<file path="config.mk">
export PLATFORM = sky130hd
export DESIGN_NAME = hdlc_auto_mode
export DESIGN_NICKNAME = d
export VERILOG_FILES = /design/src/hw/hdlc_auto_pkg.sv /design/src/hw/skid_buffer.sv /design/src/hw/hdlc_auto_mode.sv
export SDC_FILE = /design/constraint.sdc
export NUM_CORES = 1
export LEC_CHECK = 0
export BUFFER_PORTS_ARGS = -buffer_cell sky130_fd_sc_hd__buf_2
export CAP_MARGIN = 40
export CORE_UTILIZATION = 45
export CTS_CLUSTER_DIAMETER = 200
export CTS_CLUSTER_SIZE = 25
export DETAILED_ROUTE_END_ITERATION = 10
export PLACE_DENSITY = 0.82
export SYNTH_ARGS = -nofsm -noshare
export SYNTH_HDL_FRONTEND = slang
export SYNTH_SLANG_ARGS = --single-unit
</file>
<file path="constraint.sdc">
create_clock -name i_clock -period 1.7 [get_ports i_clock]
set_input_delay 0.17 -clock i_clock [delete_from_list [all_inputs] [get_ports i_clock]]
set_output_delay 0.17 -clock i_clock [all_outputs]
set_load 0.005 [all_outputs]
</file>
<file path="src/hw/hdlc_auto_pkg.sv">
package hdlc_auto_pkg;
  // ----------------------------------------
  // frame kinds seen on the receive side
  // ----------------------------------------
  typedef enum logic [2:0] {
    kind_iframe,
    kind_rr,
    kind_rnr,
    kind_rej,
    kind_srej,
    kind_other
  } rx_kind_t;

  // ----------------------------------------
  // supervisory frame kinds; the handler sends only rr and rnr, never rej
  // ----------------------------------------
  typedef enum logic [1:0] {
    sup_rr,
    sup_rnr,
    sup_rej
  } sup_kind_t;

  // ----------------------------------------
  // buffer and sequence widths, poll and c/r bit values
  // ----------------------------------------
  localparam int unsigned seq_width = 7;
  localparam int unsigned word_width = 8;
  localparam logic poll_set = 1'b1;
  localparam logic cr_bit_zero = 1'b0;
endpackage

</file>
<file path="src/hw/skid_buffer.sv">
`timescale 1ns/1ps
module skid_buffer #(
  parameter int unsigned width = 8
) (
  input wire logic i_clock,
  input wire logic i_srst,
  input wire logic i_valid,
  output logic o_ready,
  input wire logic [width-1:0] i_data,
  output logic o_valid,
  input wire logic i_ready,
  output logic [width-1:0] o_data
);
  // ----------------------------------------
  // two-entry buffer state
  // ----------------------------------------
  typedef struct packed {
    logic [1:0][width-1:0] mem;
    logic [1:0] count;
    logic rd;
    logic wr;
  } buf_state_t;

  buf_state_t state_reg;
  buf_state_t state_next;
  logic push;
  logic pop;

  // registered ready: a full buffer refuses, so no word is lost under stall
  always_comb begin
    push = i_valid && (state_reg.count != 2'd2);
    pop = (state_reg.count != 2'd0) && i_ready;
    state_next = state_reg;
    if (push) begin
      state_next.mem[state_reg.wr] = i_data;
      state_next.wr = ~state_reg.wr;
    end
    if (pop) begin
      state_next.rd = ~state_reg.rd;
    end
    state_next.count = state_reg.count + {1'b0, push} - {1'b0, pop};
  end

  always_ff @(posedge i_clock) begin
    if (i_srst) begin
      state_reg <= '0;
    end else begin
      state_reg <= state_next;
    end
  end

  assign o_ready = state_reg.count != 2'd2;
  assign o_valid = state_reg.count != 2'd0;
  assign o_data = state_reg.mem[state_reg.rd];
endmodule

</file>
<file path="src/hw/hdlc_auto_mode.sv">
`timescale 1ns/1ps
module hdlc_auto_mode #(
  parameter int unsigned seq_width = hdlc_auto_pkg::seq_width,
  parameter int unsigned word_width = hdlc_auto_pkg::word_width
) (
  input wire logic i_clock,
  input wire logic i_srst,
  input wire logic i_nrm_mode,
  input wire logic i_two_byte_addr,
  input wire logic i_rx_valid,
  input wire hdlc_auto_pkg::rx_kind_t i_rx_kind,
  input wire logic i_rx_poll,
  input wire logic i_rx_cr_bit,
  input wire logic [seq_width-1:0] i_rx_ns,
  input wire logic [seq_width-1:0] i_rx_nr,
  input wire logic [word_width-1:0] i_rx_word,
  input wire logic i_rx_word_valid,
  input wire logic i_rx_word_last,
  input wire logic i_data_pending,
  input wire logic i_timer_expired,
  input wire logic i_reject_wanted,
  input wire logic i_local_busy,
  input wire logic i_transmitter_reset_command,
  input wire logic i_tx_busy,
  output logic o_send_iframe,
  output logic o_send_sup,
  output hdlc_auto_pkg::sup_kind_t o_sup_kind,
  output logic [seq_width-1:0] o_tx_ns,
  output logic [seq_width-1:0] o_tx_nr,
  output logic o_tx_poll_final,
  output logic o_waiting_ack,
  output logic o_timer_recovery,
  output logic o_frame_accepted,
  output logic o_protocol_error_flag,
  output logic o_deliver_valid,
  input wire logic i_deliver_ready,
  output logic [word_width-1:0] o_deliver_word,
  output logic o_rx_stall
);
  // ----------------------------------------
  // state
  // ----------------------------------------
  typedef enum logic [1:0] {
    st_idle,
    st_wait_ack,
    st_recovery
  } link_state_t;

  typedef struct packed {
    link_state_t link;
    logic vs;
    logic vr;
    logic poll_grant;
    logic ack_owed;
    logic ack_final;
    logic accepting;
    logic send_iframe;
    logic send_sup;
    hdlc_auto_pkg::sup_kind_t sup_kind;
    logic poll_final;
    logic accepted;
    logic proto_err;
    logic waiting;
    logic recovery;
    logic out_valid;
    logic [word_width-1:0] out_word;
    // high exactly while the buffer is full, so it matches what the buffer refuses
    logic stall;
  } ctrl_t;

  ctrl_t state_reg;
  ctrl_t state_next;
  logic buf_ready;
  logic buf_valid;
  logic [word_width-1:0] buf_word;
  logic buf_push;
  logic buf_pop;
  logic take_word;

  // a word is taken only on an edge that sees the stall low
  assign buf_push = i_rx_word_valid && state_reg.accepting && !state_reg.stall;
  // output stage pulls when empty or being drained
  assign take_word = !state_reg.out_valid || i_deliver_ready;
  assign buf_pop = buf_valid && take_word;

  // ----------------------------------------
  // helpers
  // ----------------------------------------
  // window of one: only bit 0 matters
  function automatic logic seq_match(input logic [seq_width-1:0] num, input logic var_bit);
    seq_match = num[0] == var_bit;
  endfunction

  // reject and selective reject fold into receive-ready
  function automatic logic is_ack_kind(input hdlc_auto_pkg::rx_kind_t k);
    is_ack_kind = (k == hdlc_auto_pkg::kind_rr) || (k == hdlc_auto_pkg::kind_rej) ||
      (k == hdlc_auto_pkg::kind_srej) || (k == hdlc_auto_pkg::kind_rnr);
  endfunction

  logic frame_has_nr;
  logic nr_ok;
  logic nr_updated;
  logic is_i;

  always_comb begin
    state_next = state_reg;
    state_next.send_iframe = 1'b0;
    state_next.send_sup = 1'b0;
    state_next.accepted = 1'b0;
    state_next.proto_err = 1'b0;
    is_i = i_rx_valid && (i_rx_kind == hdlc_auto_pkg::kind_iframe);
    frame_has_nr = is_i || (i_rx_valid && is_ack_kind(i_rx_kind));
    // acknowledges own I-frame when n(r) equals our v(s) + 1 (lsb only)
    nr_updated = state_reg.link != st_idle && seq_match(i_rx_nr, ~state_reg.vs);
    nr_ok = nr_updated || seq_match(i_rx_nr, state_reg.vs);
    // ----------------------------------------
    // receive side
    // ----------------------------------------
    if (is_i && !nr_ok) begin
      state_next.proto_err = 1'b1;
      state_next.accepting = 1'b0;
    end else if (is_i) begin
      // c/r bit zero with two-byte address is simply not checked
      state_next.accepted = 1'b1;
      state_next.accepting = seq_match(i_rx_ns, state_reg.vr) && !i_local_busy;
      if (seq_match(i_rx_ns, state_reg.vr) && !i_local_busy) begin
        state_next.vr = ~state_reg.vr;
      end
      state_next.ack_owed = 1'b1;
      state_next.ack_final = i_rx_poll;
      // poll clear: acknowledge only, own data held back in nrm mode
      state_next.poll_grant = state_reg.poll_grant || (i_rx_poll == hdlc_auto_pkg::poll_set);
    end else if (i_rx_valid && is_ack_kind(i_rx_kind) && i_rx_poll) begin
      state_next.poll_grant = 1'b1;
    end
    if (frame_has_nr && nr_ok && nr_updated) begin
      state_next.link = st_idle;
      state_next.vs = ~state_reg.vs;
    end else if (state_reg.link == st_wait_ack && i_timer_expired) begin
      state_next.link = st_recovery;
    end
    // ----------------------------------------
    // transmit side
    // ----------------------------------------
    if (i_transmitter_reset_command) begin
      state_next.link = st_idle;
      state_next.ack_owed = 1'b0;
    end else if (!i_tx_busy && !state_reg.send_iframe && !state_reg.send_sup &&
        state_next.link == st_idle) begin
      if (i_data_pending && (!i_nrm_mode || state_next.poll_grant)) begin
        state_next.send_iframe = 1'b1;
        state_next.poll_final = state_next.ack_final;
        state_next.link = st_wait_ack;
        state_next.ack_owed = 1'b0;
        state_next.ack_final = 1'b0;
        state_next.poll_grant = 1'b0;
      end else if (state_next.ack_owed) begin
        state_next.send_sup = 1'b1;
        // reject request downgraded; busy turns it into not-ready
        state_next.sup_kind = i_local_busy ? hdlc_auto_pkg::sup_rnr : hdlc_auto_pkg::sup_rr;
        state_next.poll_final = state_next.ack_final;
        state_next.ack_owed = 1'b0;
        state_next.ack_final = 1'b0;
        state_next.poll_grant = 1'b0;
      end
    end
    if (i_rx_word_valid && i_rx_word_last && !state_reg.stall) begin
      state_next.accepting = 1'b0;
    end
    state_next.waiting = state_next.link != st_idle;
    state_next.recovery = state_next.link == st_recovery;
    // ----------------------------------------
    // delivery output stage
    // ----------------------------------------
    if (take_word) begin
      state_next.out_valid = buf_valid;
      state_next.out_word = buf_word;
    end
    // stall tracks next occupancy; a lagging copy would drop or double words
    state_next.stall = (!buf_ready && !buf_pop) || (buf_valid && buf_ready && buf_push && !buf_pop);
  end

  always_ff @(posedge i_clock) begin
    if (i_srst) begin
      state_reg <= '0;
    end else begin
      state_reg <= state_next;
    end
  end

  // ----------------------------------------
  // delivery path
  // ----------------------------------------
  // words of a discarded frame never enter the buffer
  skid_buffer #(
    .width(word_width)
  ) u_buf (
    .i_clock(i_clock),
    .i_srst(i_srst),
    .i_valid(buf_push),
    .o_ready(buf_ready),
    .i_data(i_rx_word),
    .o_valid(buf_valid),
    .i_ready(take_word),
    .o_data(buf_word)
  );

  assign o_deliver_valid = state_reg.out_valid;
  assign o_deliver_word = state_reg.out_word;
  assign o_rx_stall = state_reg.stall;
  assign o_send_iframe = state_reg.send_iframe;
  assign o_send_sup = state_reg.send_sup;
  assign o_sup_kind = state_reg.sup_kind;
  assign o_tx_ns = {{(seq_width-1){1'b0}}, state_reg.vs};
  assign o_tx_nr = {{(seq_width-1){1'b0}}, state_reg.vr};
  assign o_tx_poll_final = state_reg.poll_final;
  assign o_waiting_ack = state_reg.waiting;
  assign o_timer_recovery = state_reg.recovery;
  assign o_frame_accepted = state_reg.accepted;
  assign o_protocol_error_flag = state_reg.proto_err;
endmodule

</file>
After elaboration in Yosys (flattened, before gate mapping)
Cells that the tools add are included.
Widths: inputs -> output; s select.
Storage, ports and cells
  register bits: 47
  bits of input ports: 41
  output and inout bits: 33
  logic and storage cells: 128
Operators by class
  add/subtract/negate cells: 2
  magnitude comparators: 3
  equality and inequality tests: 10
  multiplexer cells: 25
  bitwise gates (word level): 8
  reductions and logical operators: 57
Operator list (count)
  $logic_and 1x1->1: 24
  $mux 8: 3
  $bwmux 16: 1
  $mux 3: 5
  $logic_not 1->1: 10
  $mux 2: 5
  $logic_or 1x1->1: 9
  $mux 1: 9
  $demux 8 s1: 1
  $not 1->1: 8
  $reduce_bool 2->1: 4
  $eq 3x2->1 const B: 2
  $reduce_and 3->1: 2
  $reduce_or 3->1: 2
  $lt 1x2->1 const B: 2
  $mux 4: 1
  $reduce_and 4->1: 1
  $reduce_or 2->1: 2
  $reduce_or 4->1: 1
  $eq 1x1->1: 3
  $eq 3x1->1 const B: 1
  $eq 3x3->1 const B: 1
  $logic_not 3->1: 1
  $add 2x1->2: 1
  other kinds (6): 6

Depth between registers and ports, before layout
Gate-level depths: netlist of the first run.
  depth in word-level cells: 15
  mapped depth: 9
  gate-level depth less buffers: 8

By module
A second synthesis of the first run with hierarchy kept.
Second synthesis, totals
  cell total of the unflattened synthesis: 247
  area total of the unflattened synthesis: 2235.9 sq um
By module, submodules not included
  hdlc_auto_mode: instances 1, cells an instance 144, area each 1256.2 sq um, sequential area each 520.5 sq um
  skid_buffer: instances 1, cells an instance 103, area each 979.7 sq um, sequential area each 400.4 sq um

Least setup slack after synthesis of the first run
No wires, ideal clock.
  path type: reg-to-reg
  start: reg state_reg[21] (netlist bit)
  end: reg state_reg (netlist bit o_tx_poll_final)
  setup time: 121 ps
  arrival: 1665 ps
  required time: 1579 ps
  setup slack: -86 ps
  stages on the path, launching flop included: 6
  path buffers: 0
  period minus slack after synthesis: 1786 ps
  cell sequence: dfxtp_1 > or3_2 > o22ai_4 > o21ai_0 > o31ai_2 > mux2_4
Between the ends
  cells in the longest elaborated chain, start to end: 4
RTL lines
  start, declared: RTL line hdlc_auto_mode.sv:71  | ctrl_t state_reg;
  start signal, assigned: RTL line hdlc_auto_mode.sv:187  | state_reg <= state_next;
  $mux 3: RTL line hdlc_auto_mode.sv:122  | end else if (is_i) begin
  $mux 3 *: RTL line hdlc_auto_mode.sv:119  | if (is_i && !nr_ok) begin
  $reduce_bool 2->1 (no source line) *
  $reduce_and 3->1 (no source line) *
Every way passes the cells marked *; elsewhere a longest branch is shown, timed or not.
A chain may end at the register's enable or synchronous reset.

Worst setup path in the final report of the first run
  start: reg state_reg (netlist bit o_tx_ns[0])
  end: reg state_reg (netlist bit o_tx_poll_final)
Between the ends
  cells in the longest elaborated chain, start to end: 11
  elaborated cells between the ends (all ways): 19
  those cells by class: eq/ne: 2; mux: 4; bitwise: 1; reduce/logical: 12
RTL lines
  $not 1->1: RTL line hdlc_auto_mode.sv:114  | nr_updated = state_reg.link != st_idle && seq_match(i_rx_nr, ~state_reg.vs);
  $eq 1x1->1: RTL line hdlc_auto_mode.sv:91  | seq_match = num[0] == var_bit;
  $logic_and 1x1->1: RTL line hdlc_auto_mode.sv:114
  $logic_or 1x1->1: RTL line hdlc_auto_mode.sv:115  | nr_ok = nr_updated || seq_match(i_rx_nr, state_reg.vs);
  $logic_not 1->1: RTL line hdlc_auto_mode.sv:119
  $logic_and 1x1->1: RTL line hdlc_auto_mode.sv:119
  $mux 3: RTL line hdlc_auto_mode.sv:119
  $logic_or 1x1->1: RTL line hdlc_auto_mode.sv:150  | if (i_data_pending && (!i_nrm_mode || state_next.poll_grant)) begin
  $logic_and 1x1->1: RTL line hdlc_auto_mode.sv:150
  $reduce_bool 2->1 (no source line)
  $reduce_and 3->1 (no source line)
Parallel ways exist; a longest one is shown, timed or not. The select of a mux whose other input is x is not followed.

==> out/metrics.cfg, run 1 <==
[outcome]
run_status = finished, violations left
violations = design-rule violations

[worst_setup_path]
crit_path_max_fanout = 4
rrSetupSlack_ns = 0.004
endpoint_kind = flip-flop
ff2ff_path_depth = 5
critPathLaunch = o_tx_ns[0]
crit_slowest_cell = o31ai_1
path_cells = xnor2_4 -> o31ai_1 -> mux2i_1 -> nor2_1 -> mux2_4
cp_data_arrival_time_ns = 1.89
crit_required_ns = 1.90
critPathKind = flip-flop to flip-flop
r2r_end = o_tx_poll_final
crit_path_start_kind = flip-flop
slowest_delay_ns = 0.45
r2r_start = o_tx_ns[0]

[synthesis]
syn-cell-area_um2 = 2150
synth_top_area_cell = dfxtp_1
yosysWarnings = 0
synthCells = 231
ys_seq_area_frac = 0.428
synth_flop_cell = dfxtp_1
yosys-top-cells-area = dfxtp_1 43%, mux2i_1 9.8%, buf_4 8.4%
ys_ff_latch = 46
synth.avg_cell_area_um2 = 9.32
ys_types = 39
synth_common_cells = 46 x dfxtp_1, 32 x nor2_1, 24 x buf_4
ys_async_sr_fraction = 0
synth_edf_count = 0
synth_top_area_frac = 0.428
synth_most_common_cell = dfxtp_1

[power_and_ir_drop]
p_clk_frac = 0.376
combPwrFrac = 0.157
internal_power_w = 0.00192
p_leak_nw = 1.10
switching_share = 0.251
powerDensity_nw_per_um2 = 996
pwr-share-seq = 0.468
power_switching_w = 0.000644
vdd_drop_max_mv = 0.440
fin_total_pwr_w = 0.00257

[floorplan]
die_w_um = 71.2
row_count = 24
die_h_um = 71.2
initial_utilization = 0.481
io-pin-count = 74
core_area_um2 = 4470
die-area_um2 = 5060

[run]
drv_cap = 0

[layout]
area_growth_pct = 19.8
diodes = 0
fin_nets = 319
final_util = 0.576
largest_register_ffs = 20
drive_above_1_share = 0.318

[sta]
holdWs_ns = 0.0607
max_freq_mhz = 590
hold_viol = 0
drv_slew = 0
rsz0062_at_grt = true
tns_ns = 0
fin_crit_ns = 1.70
setup_viol = 0
clock_skew_ns = 0.0138
min_period_over_period = 0.998
max_slew_margin = 0.634
worst_pin_slew_ns = 0.549

[grt]
antenna_found_initial = 0
grt_overflow_total = 0
grt_start_max_net_pins = 29
grt_pass1_wl_um = 7090
grt_use_total = 0.180
grt_pass1_vias = 1562

[clock_tree]
htreeDepth = 2
cts_root_buffer = clkbuf_8
cts_tree = yes
clock_latency_ns = 0.31
clk_pin_slew_ns = 0.08
cts-buffers-inserted = 5
clock_sinks = 46
cts_max_path_buffers = 2

[worst_hold_path]
worstHoldPathType = input port to flip-flop
worst_hold_path.num_cells = 2
worstHoldStart = i_rx_ns[0]
hold_end = o_tx_nr[0]

[routing]
wl_per_cell_um = 13.4
drt_iter0_drc = 105
routed_via_density = 5.14
final_antenna_net_count = 0
routed_wl_um = 4410
route.vias.total = 1691
drc_errors = 2
first_pass_iters = 7

[placement]
numPortBuffers = 45
routabilityCongestion = 0.863
hpwlAfterDp_um = 3150

## worst max-delay path, delay by kind of cell, from the launching register on
| family | cells | cell delay, ns |
|---|---|---|
| AO/OA/AOI/OAI | 1 | 0.45 |
| XOR/XNOR | 1 | 0.18 |
| flip-flops | 1 | 0.38 |
| multiplexers | 2 | 0.52 |
| AND/OR/NAND/NOR | 1 | 0.06 |
## worst max path at each step
| stage | endpoint | slack [ns] | cells past startpoint |
|---|---|---|---|
| detailed placement | o_tx_poll_final | -0.09 | 6 |
| global placement | o_tx_poll_final | -0.03 | 6 |
| global route | o_tx_poll_final | -0.06 | 5 |
| CTS | o_tx_poll_final | 0.02 | 5 |
| finish | o_tx_poll_final | 0.004 | 5 |
| floorplan | o_tx_poll_final | -0.009 | 5 |
## placed cells by master, fill, tap and decap left out, drive strengths merged, types with 7 or more instances in the layout
cell and n:
a211oi 10, a21oi 11, buf 62, conb 13, dfxtp 46, mux2i 21, nand2 12, nand3 9
nor2 32, nor2b 7
## power groups by stage
stage	Combinational [W]	Clock, W	Sequential, W
2_1_floorplan	0.000339	0	0.00119
3_3_place_gp	0.000376	0	0.00122
3_5_place_dp	0.000387	0	0.00122
4_1_cts	0.000391	0.000978	0.00120
5_1_grt	0.000449	0.00102	0.00121
6_report	0.000402	0.000965	0.00120
## through the flow
| step | worst slack (ns) | instance area [um2] | std cells |
|---|---|---|---|
| floorplan | -0.00882 | 2200 | 243 |
| global placement | -0.0251 | 2390 | 320 |
| detailed placement | -0.0875 | 2390 | 320 |
| CTS | 0.0233 | 2520 | 328 |
| global route | -0.0623 | 2580 | 329 |
| finish | 0.00389 | 2580 | 329 |
## routing by layer
layer / vias to the layer above / GRT usage / part of all wire
met5: - / 0 / 0
li1: 840 / - / -
met3: 9 / 0.0356 / 0.055
met2: 58 / 0.303 / 0.48
met4: 0 / 0.0956 / 0.022
met1: 784 / 0.217 / 0.44
## kinds of logic after synthesis
group           Yosys count  synth area share
simple gates             78             0.184
flops                    46             0.428
buf+inv                  41             0.114
compound gates           34             0.119
mux                      22             0.105
xor+xnor                  7            0.0372
fa+ha+maj                 2            0.0116
other cells               1           0.00174
## cell type report
class,instances,area [um2]
Fill cell,393,1900
Timing Repair Buffer,62,353
Clock buffer,5,68.8
Clock inverter,3,68.8
Sequential cell,46,925
Multi-Input combinational cell,156,1080
Inverter,5,18.8
Tap cell,52,65.1
## repair_timing
action / in CTS / in global routing
pin swaps: 2 / 4
resized for setup: 1 / 8
hold buffers: 0 / 0
setup buffers: 0 / 1
endpoints found under the setup margin: 3 / 4
hold endpoints to repair: 0 / 0
cloned: 0 / 0
No activity file was read; power rests on OpenSTA's default activity.
==> run 2: changes to the inputs <==
Settings changed: CORE_UTILIZATION 45 to 47, CTS_BUF_LIST set to sky130_fd_sc_hd__clkbuf_4 sky130_fd_sc_hd__clkbuf_8, PLACE_DENSITY 0.82 to 0.85.
==> out/metrics.cfg, run 2 (synthesis results as in run 1) <==
[placement]
routabilityCongestion = 0.914
post-place-ws_ns = -0.0710
hpwlAfterDp_um = 3010
dpl_cell_area_um2 = 2390
numPortBuffers = 45

[clock_tree]
htreeDepth = 2
cts-buffers-inserted = 5
clock_sinks = 46
clk_pin_slew_ns = 0.09
cts_max_path_buffers = 2
hold_buffers = 0
cts_root_buffer = clkbuf_8
cts_tree = yes
clock_latency_ns = 0.30

[layout]
area_growth_pct = 17.5
stdcell_area_um2 = 2530
drive_above_1_share = 0.318
diodes = 0
final_cell_mix = 45 x buf_2, 43 x dfxtp_1, 32 x nor2_1, 21 x mux2i_1, 17 x buf_4
n_fill_cell = 381
fin_nets = 319
final_common_cell = buf_2
largest_register_ffs = 20

[routing]
routed_via_density = 5.08
final_antenna_net_count = 0
route.vias.total = 1670
drt_iter0_drc = 105
wl_per_cell_um = 12.5
drc_errors = 0
first_pass_iters = 4
routed_wl_um = 4100

[sta]
rsz0062_at_grt = true
drv_slew = 0
min_period_over_period = 0.999
setup_viol = 0
fin_crit_ns = 1.70
clock_skew_ns = 0.00735
worst_slack_ns = 0.00195
worst_pin_slew_ns = 0.529
max_slew_margin = 0.647
max_freq_mhz = 589
hold_viol = 0

[run]
drv_cap = 0

[grt]
antenna_found_initial = 0
grt_overflow_total = 0
grt_pass1_vias = 1614
grt_start_max_net_pins = 28
grt_use_total = 0.177
grt_pass1_wl_um = 6890

[worst_setup_path]
critPathKind = flip-flop to flip-flop
crit_path_max_fanout = 3
crit_path_start_kind = flip-flop
r2r_start = state_reg[21]
cp_data_arrival_time_ns = 1.89
ff2ff_path_depth = 5
crit_required_ns = 1.90
r2r_end = o_tx_poll_final
rrSetupSlack_ns = 0.002
endpoint_kind = flip-flop

[floorplan]
die_h_um = 69.7
core_area_um2 = 4380
row_count = 24
io-pin-count = 74
initial_utilization = 0.491
die-area_um2 = 4850
die_w_um = 69.7

[worst_hold_path]
worstHoldPathType = input port to flip-flop
worstHoldStart = i_rx_ns[0]
worst_hold_path.num_cells = 2
hold_end = o_tx_nr[0]

[outcome]
run_status = finished clean

[power_and_ir_drop]
powerDensity_nw_per_um2 = 898
vdd_drop_max_mv = 0.474
p_leak_nw = 1.08

==> run 2: power breakdown <==
group / total [W] / internal [W] / switching (W)
Combinational: 0.000407 / 0.000202 / 0.000205
Sequential: 0.00120 / 0.00114 / 0.0000646
Clock: 0.000663 / 0.000289 / 0.000374
Total: 0.00227 / 0.00163 / 0.000644
==> run 2: worst max-delay path by stage <==
stage                   from              end  slack [ns]  depth (start not counted)
2_1_floorplan  state_reg[21]  o_tx_poll_final      -0.009                          5
3_5_place_dp    i_rx_kind[2]  o_tx_poll_final       -0.07                          6
5_1_grt        state_reg[21]  o_tx_poll_final       -0.07                          5
3_3_place_gp    i_rx_kind[2]  o_tx_poll_final       -0.03                          6
4_1_cts        state_reg[21]  o_tx_poll_final       0.005                          5
6_report       state_reg[21]  o_tx_poll_final       0.002                          5
==> run 2: area by class of cell <==
class	count	area (um2)	share of cell area
Clock inverter	3	21.3	0.00841
Clock buffer	5	68.8	0.0272
Sequential cell	46	925	0.366
Multi-Input combinational cell	156	1080	0.426
Timing Repair Buffer	62	353	0.140
Tap cell	52	65.1	0.0257
Inverter	5	18.8	0.00742
==> run 2: stage by stage <==
step	power [W]	setup TNS (ns)	hold WS [ns]	cells	utilization
3_5_place_dp	0.00162	-0.129	0.388	320	0.544
2_1_floorplan	0.00153	-0.00882	0.266	243	-
6_report	0.00227	0	0.0670	329	0.577
3_3_place_gp	0.00160	-0.0301	0.375	320	0.544
5_1_grt	0.00238	-0.116	0.0681	329	0.577
4_1_cts	0.00227	0	0.0628	328	0.565
==> run 2: per-layer routing <==
layer | track usage | share of wire
met4 | 0.0956 | 0.019
met2 | 0.278 | 0.47
met5 | 0 | 0
met1 | 0.220 | 0.45
met3 | 0.0480 | 0.063
==> run 2: critical path: stages, from the launching register on <==
cell and delay (ns):
dfxtp_1 0.32, or3_4 0.39, o22ai_4 0.16, o21ai_2 0.09, o31ai_2 0.30, mux2_4 0.33
==> run 2: timing repair <==
action / 4_1_cts / 5_1_grt
resized for setup: 1 / 8
buffers inserted: 0 / 1
setup endpoints to repair: 4 / 9
pin swaps: 2 / 5
